===== src/hw/mcurf_pkg.sv =====
package mcurf_pkg;

    // register space layout
    localparam logic [7:0] PORT_LAST    = 8'h03;  // ports 0..3
    localparam logic [7:0] GP_FIRST     = 8'h04;  // general purpose start
    localparam logic [7:0] GP_LAST      = 8'hef;  // general purpose end
    localparam logic [7:0] EBANK_FIRST  = 8'he0;  // bank hidden from direct mode
    localparam logic [7:0] EBANK_LAST   = 8'hef;
    localparam logic [7:0] CTRL_FIRST   = 8'hf0;  // control and status start

    // control registers inside f0..ff
    localparam logic [7:0] ADDR_P2_DIR  = 8'hf6;  // port 2 per-line direction
    localparam logic [7:0] ADDR_P3_CTRL = 8'hf7;  // port 3 function enables
    localparam logic [7:0] ADDR_P01_MODE = 8'hf8; // port 0/1 mode, port 2 drain
    localparam logic [7:0] ADDR_WGP     = 8'hfd;  // working_group_pointer

    // expanded group f registers, low nibble offsets
    localparam logic [3:0] EXP_GROUP_SYS = 4'hf;
    localparam logic [3:0] EXP_SMR      = 4'hb;   // stop_recovery_config
    localparam logic [3:0] EXP_SYSB     = 4'hf;   // second system config

    // field positions
    localparam int P01_P0LO_OUT = 0;  // port 0 low nibble drains
    localparam int P01_P0HI_OUT = 1;  // port 0 high nibble drains
    localparam int P01_P1_OUT   = 2;  // port 1 whole byte drains
    localparam int P01_P2_OD    = 3;  // port 2 outputs open-drain
    localparam int P3C_IRQ_EN   = 0;  // p30..p33 as interrupt requests
    localparam int P3C_TIN_EN   = 1;  // p31 as timer input
    localparam int P3C_TIMER_OUTPUT_LINE_EN  = 2;  // p36 carries timer output
    localparam int P3_TIN_BIT   = 1;
    localparam int P3_TIMER_OUTPUT_LINE_BIT  = 6;

    // reset values
    localparam logic [7:0] RST_WGP      = 8'h00;
    localparam logic [7:0] RST_CTRL     = 8'h00;
    localparam logic [7:0] RST_PORT_OUT = 8'hff;  // drains released
    localparam logic [7:0] RST_SMR      = 8'h20;
    localparam logic [7:0] RST_SYSB     = 8'h0f;
    localparam logic [7:0] READ_FILL    = 8'hff;  // unimplemented reads

    // program memory map
    localparam logic [15:0] PM_RESET_PC  = 16'h000c;
    localparam logic [15:0] PM_ROM_FIRST = 16'h000c; // below: six vectors
    localparam logic [15:0] PM_RESERVED  = 16'h1000; // 4096 and up

    // power-on wait
    localparam int POR_MS     = 150;
    localparam int CLK_HZ     = 10_000_000;
    localparam int POR_CYCLES = POR_MS * (CLK_HZ / 1000);

    typedef enum logic [1:0] {
        MD_DIRECT   = 2'h0,
        MD_WORKING  = 2'h1,
        MD_INDIRECT = 2'h2
    } mcurf_mode_e;

    typedef enum logic [1:0] {
        ST_POR = 2'b01,
        ST_RUN = 2'b10
    } mcurf_state_e;

    typedef enum logic [2:0] {
        PR_VECTOR   = 3'b001,
        PR_ROM      = 3'b010,
        PR_RESERVED = 3'b100
    } mcurf_region_e;

    // one register access from the core
    typedef struct packed {
        logic        rd;
        logic        wr;
        mcurf_mode_e mode;
        logic [7:0]  addr;
        logic [7:0]  wdata;
    } mcurf_reg_req_s;

    // one program memory access from the core
    typedef struct packed {
        logic        req;
        logic        is_load;   // program_memory_load or _incr, external_memory_load or _incr
        logic [15:0] addr;
    } mcurf_pm_req_s;

endpackage


===== src/hw/mcurf_top.sv =====
// Contract
// - port 0 nibbles each input or drain
// - port 1 whole byte input or drain
// - port 2 per-line direction, optional drain
// - port 3 low inputs, high outputs fixed
// - port 3 gives interrupts, timer in/out
// - reset starts fetch at 000c
// - hold execution 150 ms after reset
// - 16-bit counter, 4 KB on chip
// - first 12 bytes hold six vectors
// - 12..4095 rom, 4096 up reserved
// - decode ports, 236 general, control block
// - 4-bit address joined with pointer
// - sixteen working groups of sixteen
// - e0..ef hidden from direct addressing
// - protect option blocks program memory loads
// - addresses 0..15 backed by expanded groups
// - pointer high nibble working, low expanded
// - only expanded group f implemented
// - clock pin carries undivided system clock
// - stop recovery config at f:0b
module mcurf_top
    import mcurf_pkg::*;
#(
    parameter bit ROM_PROTECT = 1'b0,       // mask option
    parameter int POR_WAIT    = POR_CYCLES  // shorten in simulation
)(
    // clock and reset
    input  logic           ref_clk_i,
    input  logic           rstn_i,
    // register access from core
    input  mcurf_reg_req_s reg_req_i,
    output logic [7:0]     reg_rdata_o,
    // program memory access from core
    input  mcurf_pm_req_s  pm_req_i,
    output logic           pm_valid_o,
    output mcurf_region_e  pm_region_o,
    output logic           pm_blocked_o,
    // start-up
    output logic [15:0]    fetch_pc_o,
    output logic           exec_enable_o,
    // port 0
    input  logic [7:0]     p0_i,
    output logic [7:0]     p0_o,
    output logic [7:0]     p0_oe_o,
    // port 1
    input  logic [7:0]     p1_i,
    output logic [7:0]     p1_o,
    output logic [7:0]     p1_oe_o,
    // port 2
    input  logic [7:0]     p2_i,
    output logic [7:0]     p2_o,
    output logic [7:0]     p2_oe_o,
    // port 3, fixed directions
    input  logic [3:0]     p3_i,
    output logic [3:0]     p3_o,
    // port 3 special functions
    input  logic           timer_output_line_i,
    output logic [3:0]     external_irq_inputs_o,
    output logic           timer_input_line_o,
    // clock out
    output logic           system_clock_output_o
);

    // effective address from mode and pointer
    function automatic logic [7:0] eff_addr(input mcurf_mode_e m, input logic [7:0] a,
                                            input logic [7:0] wgp);
        if (m == MD_WORKING) begin
            return {wgp[7:4], a[3:0]};
        end
        return a;
    endfunction

    // state
    logic [7:0]   gp_q [4:239];       // general purpose file
    logic [7:0]   gp_d [4:239];
    logic [7:0]   wgp_q, wgp_d;       // working_group_pointer
    logic [7:0]   p01m_q, p01m_d;     // port 0/1 mode
    logic [7:0]   p2dir_q, p2dir_d;   // port 2 direction
    logic [7:0]   p3c_q, p3c_d;       // port 3 functions
    logic [7:0]   lat_q [0:3];        // port output latches
    logic [7:0]   lat_d [0:3];
    logic [7:0]   smr_q, smr_d;       // stop_recovery_config
    logic [7:0]   sysb_q, sysb_d;     // second group f register
    logic [7:0]   rdata_q, rdata_d;
    logic [3:0]   irq_q, irq_d;
    logic         tin_q, tin_d;
    mcurf_state_e st_q, st_d;
    logic [20:0]  por_q, por_d;       // wait counter
    logic [7:0]   p3_lat_out;

    // decode helpers
    logic [7:0]   ea;
    logic         exp_sel;            // expanded group in window 0..15
    logic         exp_f;
    logic         unimpl;
    logic         ebank_hit;
    logic [7:0]   sync [0:3];
    logic [7:0]   p3_pin_o;
    logic [7:0]   p3_unused_oe;

    always_comb begin
        ea        = eff_addr(reg_req_i.mode, reg_req_i.addr, wgp_q);
        exp_sel   = (ea[7:4] == 4'h0) && (wgp_q[3:0] != 4'h0);
        exp_f     = exp_sel && (wgp_q[3:0] == EXP_GROUP_SYS);
        unimpl    = exp_sel && !exp_f;
        ebank_hit = (reg_req_i.mode == MD_DIRECT) && ea >= EBANK_FIRST && ea <= EBANK_LAST;
    end

    // register file next values
    always_comb begin
        gp_d    = gp_q;
        wgp_d   = wgp_q;
        p01m_d  = p01m_q;
        p2dir_d = p2dir_q;
        p3c_d   = p3c_q;
        lat_d   = lat_q;
        smr_d   = smr_q;
        sysb_d  = sysb_q;
        rdata_d = rdata_q;
        // writes
        if (reg_req_i.wr && !ebank_hit && !unimpl) begin
            if (exp_f) begin
                // group f shows its own registers only
                if (ea[3:0] == EXP_SMR) begin
                    smr_d = reg_req_i.wdata;
                end else if (ea[3:0] == EXP_SYSB) begin
                    sysb_d = reg_req_i.wdata;
                end
            end else if (ea <= PORT_LAST) begin
                lat_d[ea[1:0]] = reg_req_i.wdata;
            end else if (ea <= GP_LAST) begin
                gp_d[ea] = reg_req_i.wdata;
            end else begin
                case (ea)
                    ADDR_WGP:      wgp_d   = reg_req_i.wdata;
                    ADDR_P01_MODE: p01m_d  = reg_req_i.wdata;
                    ADDR_P2_DIR:   p2dir_d = reg_req_i.wdata;
                    ADDR_P3_CTRL:  p3c_d   = reg_req_i.wdata;
                    default:       wgp_d   = wgp_q;   // other control slots inert
                endcase
            end
        end
        // reads, answer one cycle later
        if (reg_req_i.rd) begin
            if (ebank_hit || unimpl) begin
                rdata_d = READ_FILL;
            end else if (exp_f) begin
                if (ea[3:0] == EXP_SMR) begin
                    rdata_d = smr_q;
                end else if (ea[3:0] == EXP_SYSB) begin
                    rdata_d = sysb_q;
                end else begin
                    rdata_d = READ_FILL;
                end
            end else if (ea <= PORT_LAST) begin
                // port lines read their synchronised pin level, never the latch; port 3 bits 7:4 read 0
                rdata_d = sync[ea[1:0]];
            end else if (ea <= GP_LAST) begin
                rdata_d = gp_q[ea];
            end else begin
                case (ea)
                    ADDR_WGP:      rdata_d = wgp_q;
                    ADDR_P01_MODE: rdata_d = p01m_q;
                    ADDR_P2_DIR:   rdata_d = p2dir_q;
                    ADDR_P3_CTRL:  rdata_d = p3c_q;
                    default:       rdata_d = READ_FILL;
                endcase
            end
        end
    end

    // port 3 functions and start-up sequencing
    always_comb begin
        irq_d = p3c_q[P3C_IRQ_EN] ? sync[3][3:0] : 4'h0;
        tin_d = p3c_q[P3C_TIN_EN] & sync[3][P3_TIN_BIT];
        p3_lat_out = lat_q[3];
        if (p3c_q[P3C_TIMER_OUTPUT_LINE_EN]) begin
            p3_lat_out[P3_TIMER_OUTPUT_LINE_BIT] = timer_output_line_i;
        end
        st_d  = st_q;
        por_d = por_q;
        case (st_q)
            ST_POR: begin
                // hold off execution until the wait runs out
                if (por_q >= 21'(POR_WAIT - 1)) begin
                    st_d = ST_RUN;
                end else begin
                    por_d = por_q + 21'd1;
                end
            end
            ST_RUN:  st_d = ST_RUN;
            default: st_d = ST_POR;
        endcase
    end

    always_ff @(posedge ref_clk_i or negedge rstn_i) begin
        if (!rstn_i) begin
            for (int i = 4; i <= 239; i++) begin
                gp_q[i] <= 8'h00;
            end
            for (int i = 0; i < 4; i++) begin
                lat_q[i] <= RST_PORT_OUT;
            end
            wgp_q   <= RST_WGP;
            p01m_q  <= RST_CTRL;
            p2dir_q <= RST_CTRL;
            p3c_q   <= RST_CTRL;
            smr_q   <= RST_SMR;
            sysb_q  <= RST_SYSB;
            rdata_q <= 8'h00;
            irq_q   <= 4'h0;
            tin_q   <= 1'b0;
            st_q    <= ST_POR;
            por_q   <= 21'd0;
        end else begin
            gp_q    <= gp_d;
            lat_q   <= lat_d;
            wgp_q   <= wgp_d;
            p01m_q  <= p01m_d;
            p2dir_q <= p2dir_d;
            p3c_q   <= p3c_d;
            smr_q   <= smr_d;
            sysb_q  <= sysb_d;
            rdata_q <= rdata_d;
            irq_q   <= irq_d;
            tin_q   <= tin_d;
            st_q    <= st_d;
            por_q   <= por_d;
        end
    end

    // port 0: one drain enable per nibble
    mcurf_port_io u_p0 (
        .ref_clk_i (ref_clk_i),
        .rstn_i    (rstn_i),
        .pin_i     (p0_i),
        .pin_o     (p0_o),
        .pin_oe_o  (p0_oe_o),
        .latch_i   (lat_q[0]),
        .drive_i   ({{4{p01m_q[P01_P0HI_OUT]}}, {4{p01m_q[P01_P0LO_OUT]}}}),
        .drain_i   (8'hff),
        .sync_o    (sync[0])
    );

    // port 1: one enable for the byte
    mcurf_port_io u_p1 (
        .ref_clk_i (ref_clk_i),
        .rstn_i    (rstn_i),
        .pin_i     (p1_i),
        .pin_o     (p1_o),
        .pin_oe_o  (p1_oe_o),
        .latch_i   (lat_q[1]),
        .drive_i   ({8{p01m_q[P01_P1_OUT]}}),
        .drain_i   (8'hff),
        .sync_o    (sync[1])
    );

    // port 2: per-line direction, shared drain choice
    mcurf_port_io u_p2 (
        .ref_clk_i (ref_clk_i),
        .rstn_i    (rstn_i),
        .pin_i     (p2_i),
        .pin_o     (p2_o),
        .pin_oe_o  (p2_oe_o),
        .latch_i   (lat_q[2]),
        .drive_i   (p2dir_q),
        .drain_i   ({8{p01m_q[P01_P2_OD]}}),
        .sync_o    (sync[2])
    );

    // port 3: directions fixed, no control
    mcurf_port_io u_p3 (
        .ref_clk_i (ref_clk_i),
        .rstn_i    (rstn_i),
        .pin_i     ({4'h0, p3_i}),
        .pin_o     (p3_pin_o),
        .pin_oe_o  (p3_unused_oe),
        .latch_i   (p3_lat_out),
        .drive_i   (8'hf0),
        .drain_i   (8'h00),
        .sync_o    (sync[3])
    );

    mcurf_pm_check #(
        .ROM_PROTECT (ROM_PROTECT)
    ) u_pm (
        .ref_clk_i    (ref_clk_i),
        .rstn_i       (rstn_i),
        .pm_req_i     (pm_req_i),
        .pm_valid_o   (pm_valid_o),
        .pm_region_o  (pm_region_o),
        .pm_blocked_o (pm_blocked_o)
    );

    // outputs
    assign reg_rdata_o           = rdata_q;
    assign p3_o                  = p3_pin_o[7:4];
    assign external_irq_inputs_o = irq_q;
    assign timer_input_line_o    = tin_q;
    assign exec_enable_o         = st_q[1];                      // run bit of the one-hot state flop
    assign fetch_pc_o            = PM_RESET_PC;
    // a flop cannot follow its own clock undivided, so the pin takes the clock
    assign system_clock_output_o = ref_clk_i;
endmodule


===== src/hw/mcurf_port_io.sv =====
module mcurf_port_io
    import mcurf_pkg::*;
(
    // clock and reset
    input  logic       ref_clk_i,
    input  logic       rstn_i,
    // pin side
    input  logic [7:0] pin_i,
    output logic [7:0] pin_o,
    output logic [7:0] pin_oe_o,
    // core side
    input  logic [7:0] latch_i,   // output data latch
    input  logic [7:0] drive_i,   // line set as output
    input  logic [7:0] drain_i,   // output is open-drain
    output logic [7:0] sync_o     // pin level after two flops
);

    logic [7:0] meta_q;   // first stage, read only by second
    logic [7:0] sync_q;
    logic [7:0] out_q;
    logic [7:0] oe_q;
    logic [7:0] out_d;
    logic [7:0] oe_d;

    // drain lines drive low only, else release
    always_comb begin
        out_d = latch_i & ~drain_i;
        oe_d  = drive_i & (~drain_i | ~latch_i);
    end

    // synchroniser and registered drive
    always_ff @(posedge ref_clk_i or negedge rstn_i) begin
        if (!rstn_i) begin
            meta_q <= 8'h00;
            sync_q <= 8'h00;
            out_q  <= 8'h00;
            oe_q   <= 8'h00;
        end else begin
            meta_q <= pin_i;
            sync_q <= meta_q;
            out_q  <= out_d;
            oe_q   <= oe_d;
        end
    end

    assign pin_o    = out_q;
    assign pin_oe_o = oe_q;
    assign sync_o   = sync_q;

endmodule


===== src/hw/mcurf_pm_check.sv =====
module mcurf_pm_check
    import mcurf_pkg::*;
#(
    parameter bit ROM_PROTECT = 1'b0   // mask option
)(
    // clock and reset
    input  logic          ref_clk_i,
    input  logic          rstn_i,
    // request from core
    input  mcurf_pm_req_s pm_req_i,
    // answer, one cycle later
    output logic          pm_valid_o,
    output mcurf_region_e pm_region_o,
    output logic          pm_blocked_o
);

    logic          valid_q;
    logic          valid_d;
    mcurf_region_e region_q;
    mcurf_region_e region_d;
    logic          block_q;
    logic          block_d;

    // map decode and dump protection
    always_comb begin
        valid_d = pm_req_i.req;
        if (pm_req_i.addr >= PM_RESERVED) begin
            region_d = PR_RESERVED;
        end else if (pm_req_i.addr < PM_ROM_FIRST) begin
            region_d = PR_VECTOR;
        end else begin
            region_d = PR_ROM;
        end
        // loads blocked in every mode when the option is fitted
        block_d = pm_req_i.req & pm_req_i.is_load & ROM_PROTECT;
    end

    always_ff @(posedge ref_clk_i or negedge rstn_i) begin
        if (!rstn_i) begin
            valid_q  <= 1'b0;
            region_q <= PR_VECTOR;
            block_q  <= 1'b0;
        end else begin
            valid_q  <= valid_d;
            region_q <= region_d;
            block_q  <= block_d;
        end
    end

    assign pm_valid_o   = valid_q;
    assign pm_region_o  = region_q;
    assign pm_blocked_o = block_q;
endmodule


===== config.mk =====
export PLATFORM = sky130hd
export DESIGN_NAME = mcurf_top
export DESIGN_NICKNAME = d
export VERILOG_FILES = /design/src/hw/mcurf_pkg.sv /design/src/hw/mcurf_top.sv /design/src/hw/mcurf_port_io.sv /design/src/hw/mcurf_pm_check.sv
export SDC_FILE = /design/constraint.sdc
export NUM_CORES = 2
export LEC_CHECK = 0
export ABC_AREA = 1
export BUFFER_PORTS_ARGS = -buffer_cell sky130_fd_sc_hd__buf_2
export CORE_ASPECT_RATIO = 0.9
export CORE_UTILIZATION = 30
export CTS_CLUSTER_SIZE = 20
export DETAILED_ROUTE_END_ITERATION = 7
export MAX_ROUTING_LAYER = met4
export SLEW_MARGIN = 20
export SYNTH_ARGS = -nofsm -noshare
export SYNTH_HDL_FRONTEND = slang
export SYNTH_HIERARCHICAL = 1
export SYNTH_SLANG_ARGS = --single-unit

===== constraint.sdc =====
create_clock -name ref_clk_i -period 2.6 [get_ports ref_clk_i]
set_input_delay 0.52 -clock ref_clk_i [delete_from_list [all_inputs] [get_ports ref_clk_i]]
set_output_delay 0.52 -clock ref_clk_i [all_outputs]
set_load 0.005 [all_outputs]

* Yosys cells after proc, flatten, opt, wreduce, memory -nomap -nowiden *
Index checks and enable logic that the tools add are counted.

word-level totals
  latch bits = 0
  bits in read-only memories = 0
  memories kept = 0
  RAM bits = 0
  register bits after elaboration = 2104

cells by class
  reduce and logical (&&, ||, !) cells = 25
  multiplexer cells = 28
  shift operators = 0
  eq/ne operators = 11
  magnitude comparators = 10
  div/mod/pow operators = 0
  bitwise operators = 17
  $mul = 0
  $add $sub $neg = 1

operators with widths
  operator                                                                  number
  1888-bit bitwise mux                                                      1
  8-bit two-way mux                                                         14
  8-bit binary-select mux with 8-bit select                                 1
  8-bit demux with 8-bit select                                             1
  8-bit bitwise AND                                                         4
  32-bit bitwise mux                                                        1
  8-bit equality test (second input constant)                               4
  8-bit inverter                                                            4
  8-bit case mux with 4 select lines                                        1
  21-bit by 1-bit adder with 21-bit output (second input constant)          1
  21-bit >= comparator (second input constant)                              1
  5-bit AND reduction                                                       4
  8-bit binary-select mux with 2-bit select                                 1
  8-bit demux with 2-bit select                                             1
  16-bit by 13-bit >= comparator with 1-bit output (second input constant)  1
  16-bit by 4-bit < comparator with 1-bit output (second input constant)    1
  4-bit equality test (second input constant)                               3
  9-bit >= comparator (second input constant)                               1
  1-bit logical AND                                                         9
  9-bit by 1-bit < comparator with 1-bit output (second input constant)     1
  8-bit inverter with 9-bit output                                          1
  8-bit >= comparator (second input constant)                               1
  8-bit by 2-bit <= comparator with 1-bit output (second input constant)    1
  8-bit <= comparator (second input constant)                               1
  22 further kinds                                                          33

* Longest topological paths before layout *
  word-level depth = 11
  depth in mapped cells = 20
  mapped depth without buffers = 17

* Hierarchy *
The synthesis kept the hierarchy.

modules (own cells, without submodules)
  module          area an instance (um^2)  sequential area each (um^2)  instances  cells an instance
  mcurf_top       99272.7                  50195.6                      1          13657
  mcurf_port_io   930.9                    800.8                        4          64
  mcurf_pm_check  176.4                    101.3                        1          19

==> flow_summary.toml <==
[sta]
setup_viol = 147
hold_viol = 0
drv_slew = 0
whs_ns = 0.08709
slew_headroom_pct = 57.48
finClkSkew_ns = 0.08566
fmax_ghz = 0.3761
timing.final.ws_setup_ns = -0.05896
period_share_pct = 102.3
fin_tns_setup_ns = -2.414
grt_setup_unrepaired = "true"
post-route-min-period_ns = 2.659
worst_pin_slew_ns = 0.6378

[placed_design]
place.gp.congestion = 0.9170
dp_cells = 19140
port_buffers = 136
dp_slack_ns = -0.6890
dpl.hpwl_mm = 252.5

[critical_path]
crit_type = "reg -> reg"
reg2reg_slack_ns = -0.06
timing.rr.start = "wgp_q[5]$_DFFE_PN0P_"
crit_end = "gp_q[389]$_DFFE_PN0P_"
crit_start = "wgp_q[5]$_DFFE_PN0P_"
worst_ep_arrival_time_ns = 3.59
startpoint_type = "register"
critPathTopFamily = "buffers and inverters"
rr_endpoint = "gp_q[389]$_DFFE_PN0P_"
cp.required_ns = 3.54
worstPathMaxFanout = 17
cpMostUsedCell = "nand2_2"
crit_buf_inv = 7
path_cells = "o21ai_4 > nor2_4 > inv_2 > nor2_4 > nand2_2 > nand2_2 > a21oi_2 > nand2_2 > nor3_4 > buf_6 > buf_12 > buf_16 > buf_12 > buf_16 > buf_4 > nand3_1 > nand2_1"
endpoint_kind = "register"
path_depth = 17
rr_worst_depth = 17
slowest_delay_ns = 0.44
slowest_stage = "dfrtp_1"

[route]
wl_met1_mm = 170.2
vias = 98490
routed_wl_mm = 380.0
met2WireLength_mm = 166.9
wl_per_cell_um = 19.34
drt_pass1_iterations = 8
drt_iter0_markers = 10370
vias_per_cell = 5.012
drc = 2
met3WireLength_mm = 29.23
ant_nets = 0
highest_layer = "met4"

[synthesis]
synthCells = 13880
yosys_warnings = 6
synth_area_sq_um = 102600
syn_area_per_cell_sq_um = 7.392

[clock_tree]
cts_tree = "built"
clkTransAtPathRegs_ns = 0.07
clk_latency_ns = 1.04

[final_layout]
largest_reg_flops = 1888
nets = 15040
syn_to_final_growth_pct = 25.68
largest_register = "gp_q"
num-fill-cells = 34940
layout-drive-gt1-share_pct = 15.88
top_regs = "gp_q: 1888 flops, lat_q: 28 flops, por_q: 21 flops"
final_cells = 19650

[global_route]
grt_pass1_vias = 93130
grt_pass1_wl_mm = 578.4
grt.overflow.total = 0
antenna_found_initial = 7
grt_max_degree = 101
grt_usage_pct = 22.13

[floorplan]
start_util_pct = 30.18
die_h_um = 556.9
core_area_sq_um = 340100
die_w_um = 618.5
die_area_sq_um = 344500
row_count = 203
io_pins = 157

[flow_run]
drv_cap = 0

[pwr]
vdd_drop_max_v = 0.0005849
p_leak_nw = 69.32
power_density_nw_per_um2 = 612.1

[run_status]
violations = "DRC, setup timing"
run_status = "complete, but fails checks"

[worst_hold_path]
hp-class = "in -> async"
==> final cells by class <==
| type | instances | area, sq um | area share, % |
|---|---|---|---|
| flip-flops and latches | 2120 | 53090 | 41.16 |
| multi-input cells | 10840 | 46210 | 35.82 |
| repair buffers | 1625 | 15750 | 12.21 |
| clock buffers | 354 | 6940 | 5.381 |
| well taps | 4510 | 5643 | 4.375 |
| clock inverters | 50 | 745.7 | 0.5781 |
| inverters | 151 | 603.1 | 0.4675 |
| diodes | 2 | 5.005 | 0.003880 |
==> metrics by stage <==
stage	power [mW]	utilization, %	area [sq um]
6_report	78.96	37.93	129000
5_1_grt	81.65	37.93	129000
3_5_place_dp	45.01	34.93	118800
3_3_place_gp	44.90	34.93	118800
4_1_cts	78.82	37.35	127000
2_1_floorplan	40.35	-	102800
==> layout by cell type (no fill, tap or decap), types with 10 or more instances in the layout <==
cell and n:
xor2_1 11, mux2_2 10, dfstp_2 35, clkbuf_16 256, clkbuf_8 59, o21ai_0 143
a22oi_1 80, nand2_1 7210, nor2_1 520, nor2_4 19, inv_1 103, dlygate4sd3_1 50
bufinv_16 14, nand4_1 131, clkinv_2 17, buf_8 19, conb_1 57, nand3_2 25
dfrtp_1 2085, buf_12 228, buf_4 1140, clkbuf_1 58, nand2_8 12, buf_2 125
inv_2 35, buf_16 14, nor2_2 47, nand2_4 41, a21oi_1 158, nand2_2 239
buf_6 30, nand3_1 2074
==> routing by layer <==
layer  up-vias  GRT usage (%)
met2      3813          32.67
met5         -              -
met3       712          2.966
li1      46370              -
met4         0          7.323
met1     47590          31.21
==> worst min-delay path by stage <==
| stage | to | from | cells past startpoint |
|---|---|---|---|
| 2_1_floorplan | external_irq_inputs_o[0]$_DFF_PN0_ | rstn_i | 0 |
| 3_3_place_gp | u_p0/sync_o[4]$_DFF_PN0_ | u_p0/meta_q[4]$_DFF_PN0_ | 0 |
| 3_5_place_dp | u_p1/sync_o[4]$_DFF_PN0_ | u_p1/meta_q[4]$_DFF_PN0_ | 0 |
| 4_1_cts | gp_q[540]$_DFFE_PN0P_ | rstn_i | 2 |
| 5_1_grt | gp_q[540]$_DFFE_PN0P_ | rstn_i | 2 |
| 6_report | gp_q[860]$_DFFE_PN0P_ | rstn_i | 2 |
==> where the power goes <==
| group | switching (mW) | leakage, nW | internal (mW) | total [mW] |
|---|---|---|---|---|
| clock network | 14.2 | 3.75 | 19.7 | 33.9 |
| registers | 0.985 | 29.0 | 34.7 | 35.7 |
| logic | 6.16 | 36.6 | 3.23 | 9.39 |
| total | 21.3 | 69.3 | 57.6 | 79.0 |
==> worst reg2reg max path: stages, from the launching register on <==
cell and delay (ns):
dfrtp_1 0.44, o21ai_4 0.25, nor2_4 0.07, inv_2 0.09
nor2_4 0.05, nand2_2 0.07, nand2_2 0.05, a21oi_2 0.13
nand2_2 0.08, nor3_4 0.16, buf_6 0.13, buf_12 0.16
buf_16 0.25, buf_12 0.17, buf_16 0.14, buf_4 0.16
nand3_1 0.06, nand2_1 0.11
==> timing repair <==
item                                    4_1_cts  5_1_grt
setup buffers                                 0       35
endpoints found under the setup margin     1465     1663
pin swaps                                     1       48
gates cloned                                  0       22
resized for setup                            12      256
hold buffers                                 50        0
endpoints found under the hold margin       970        0
No activity file was read; power rests on OpenSTA's default activity.
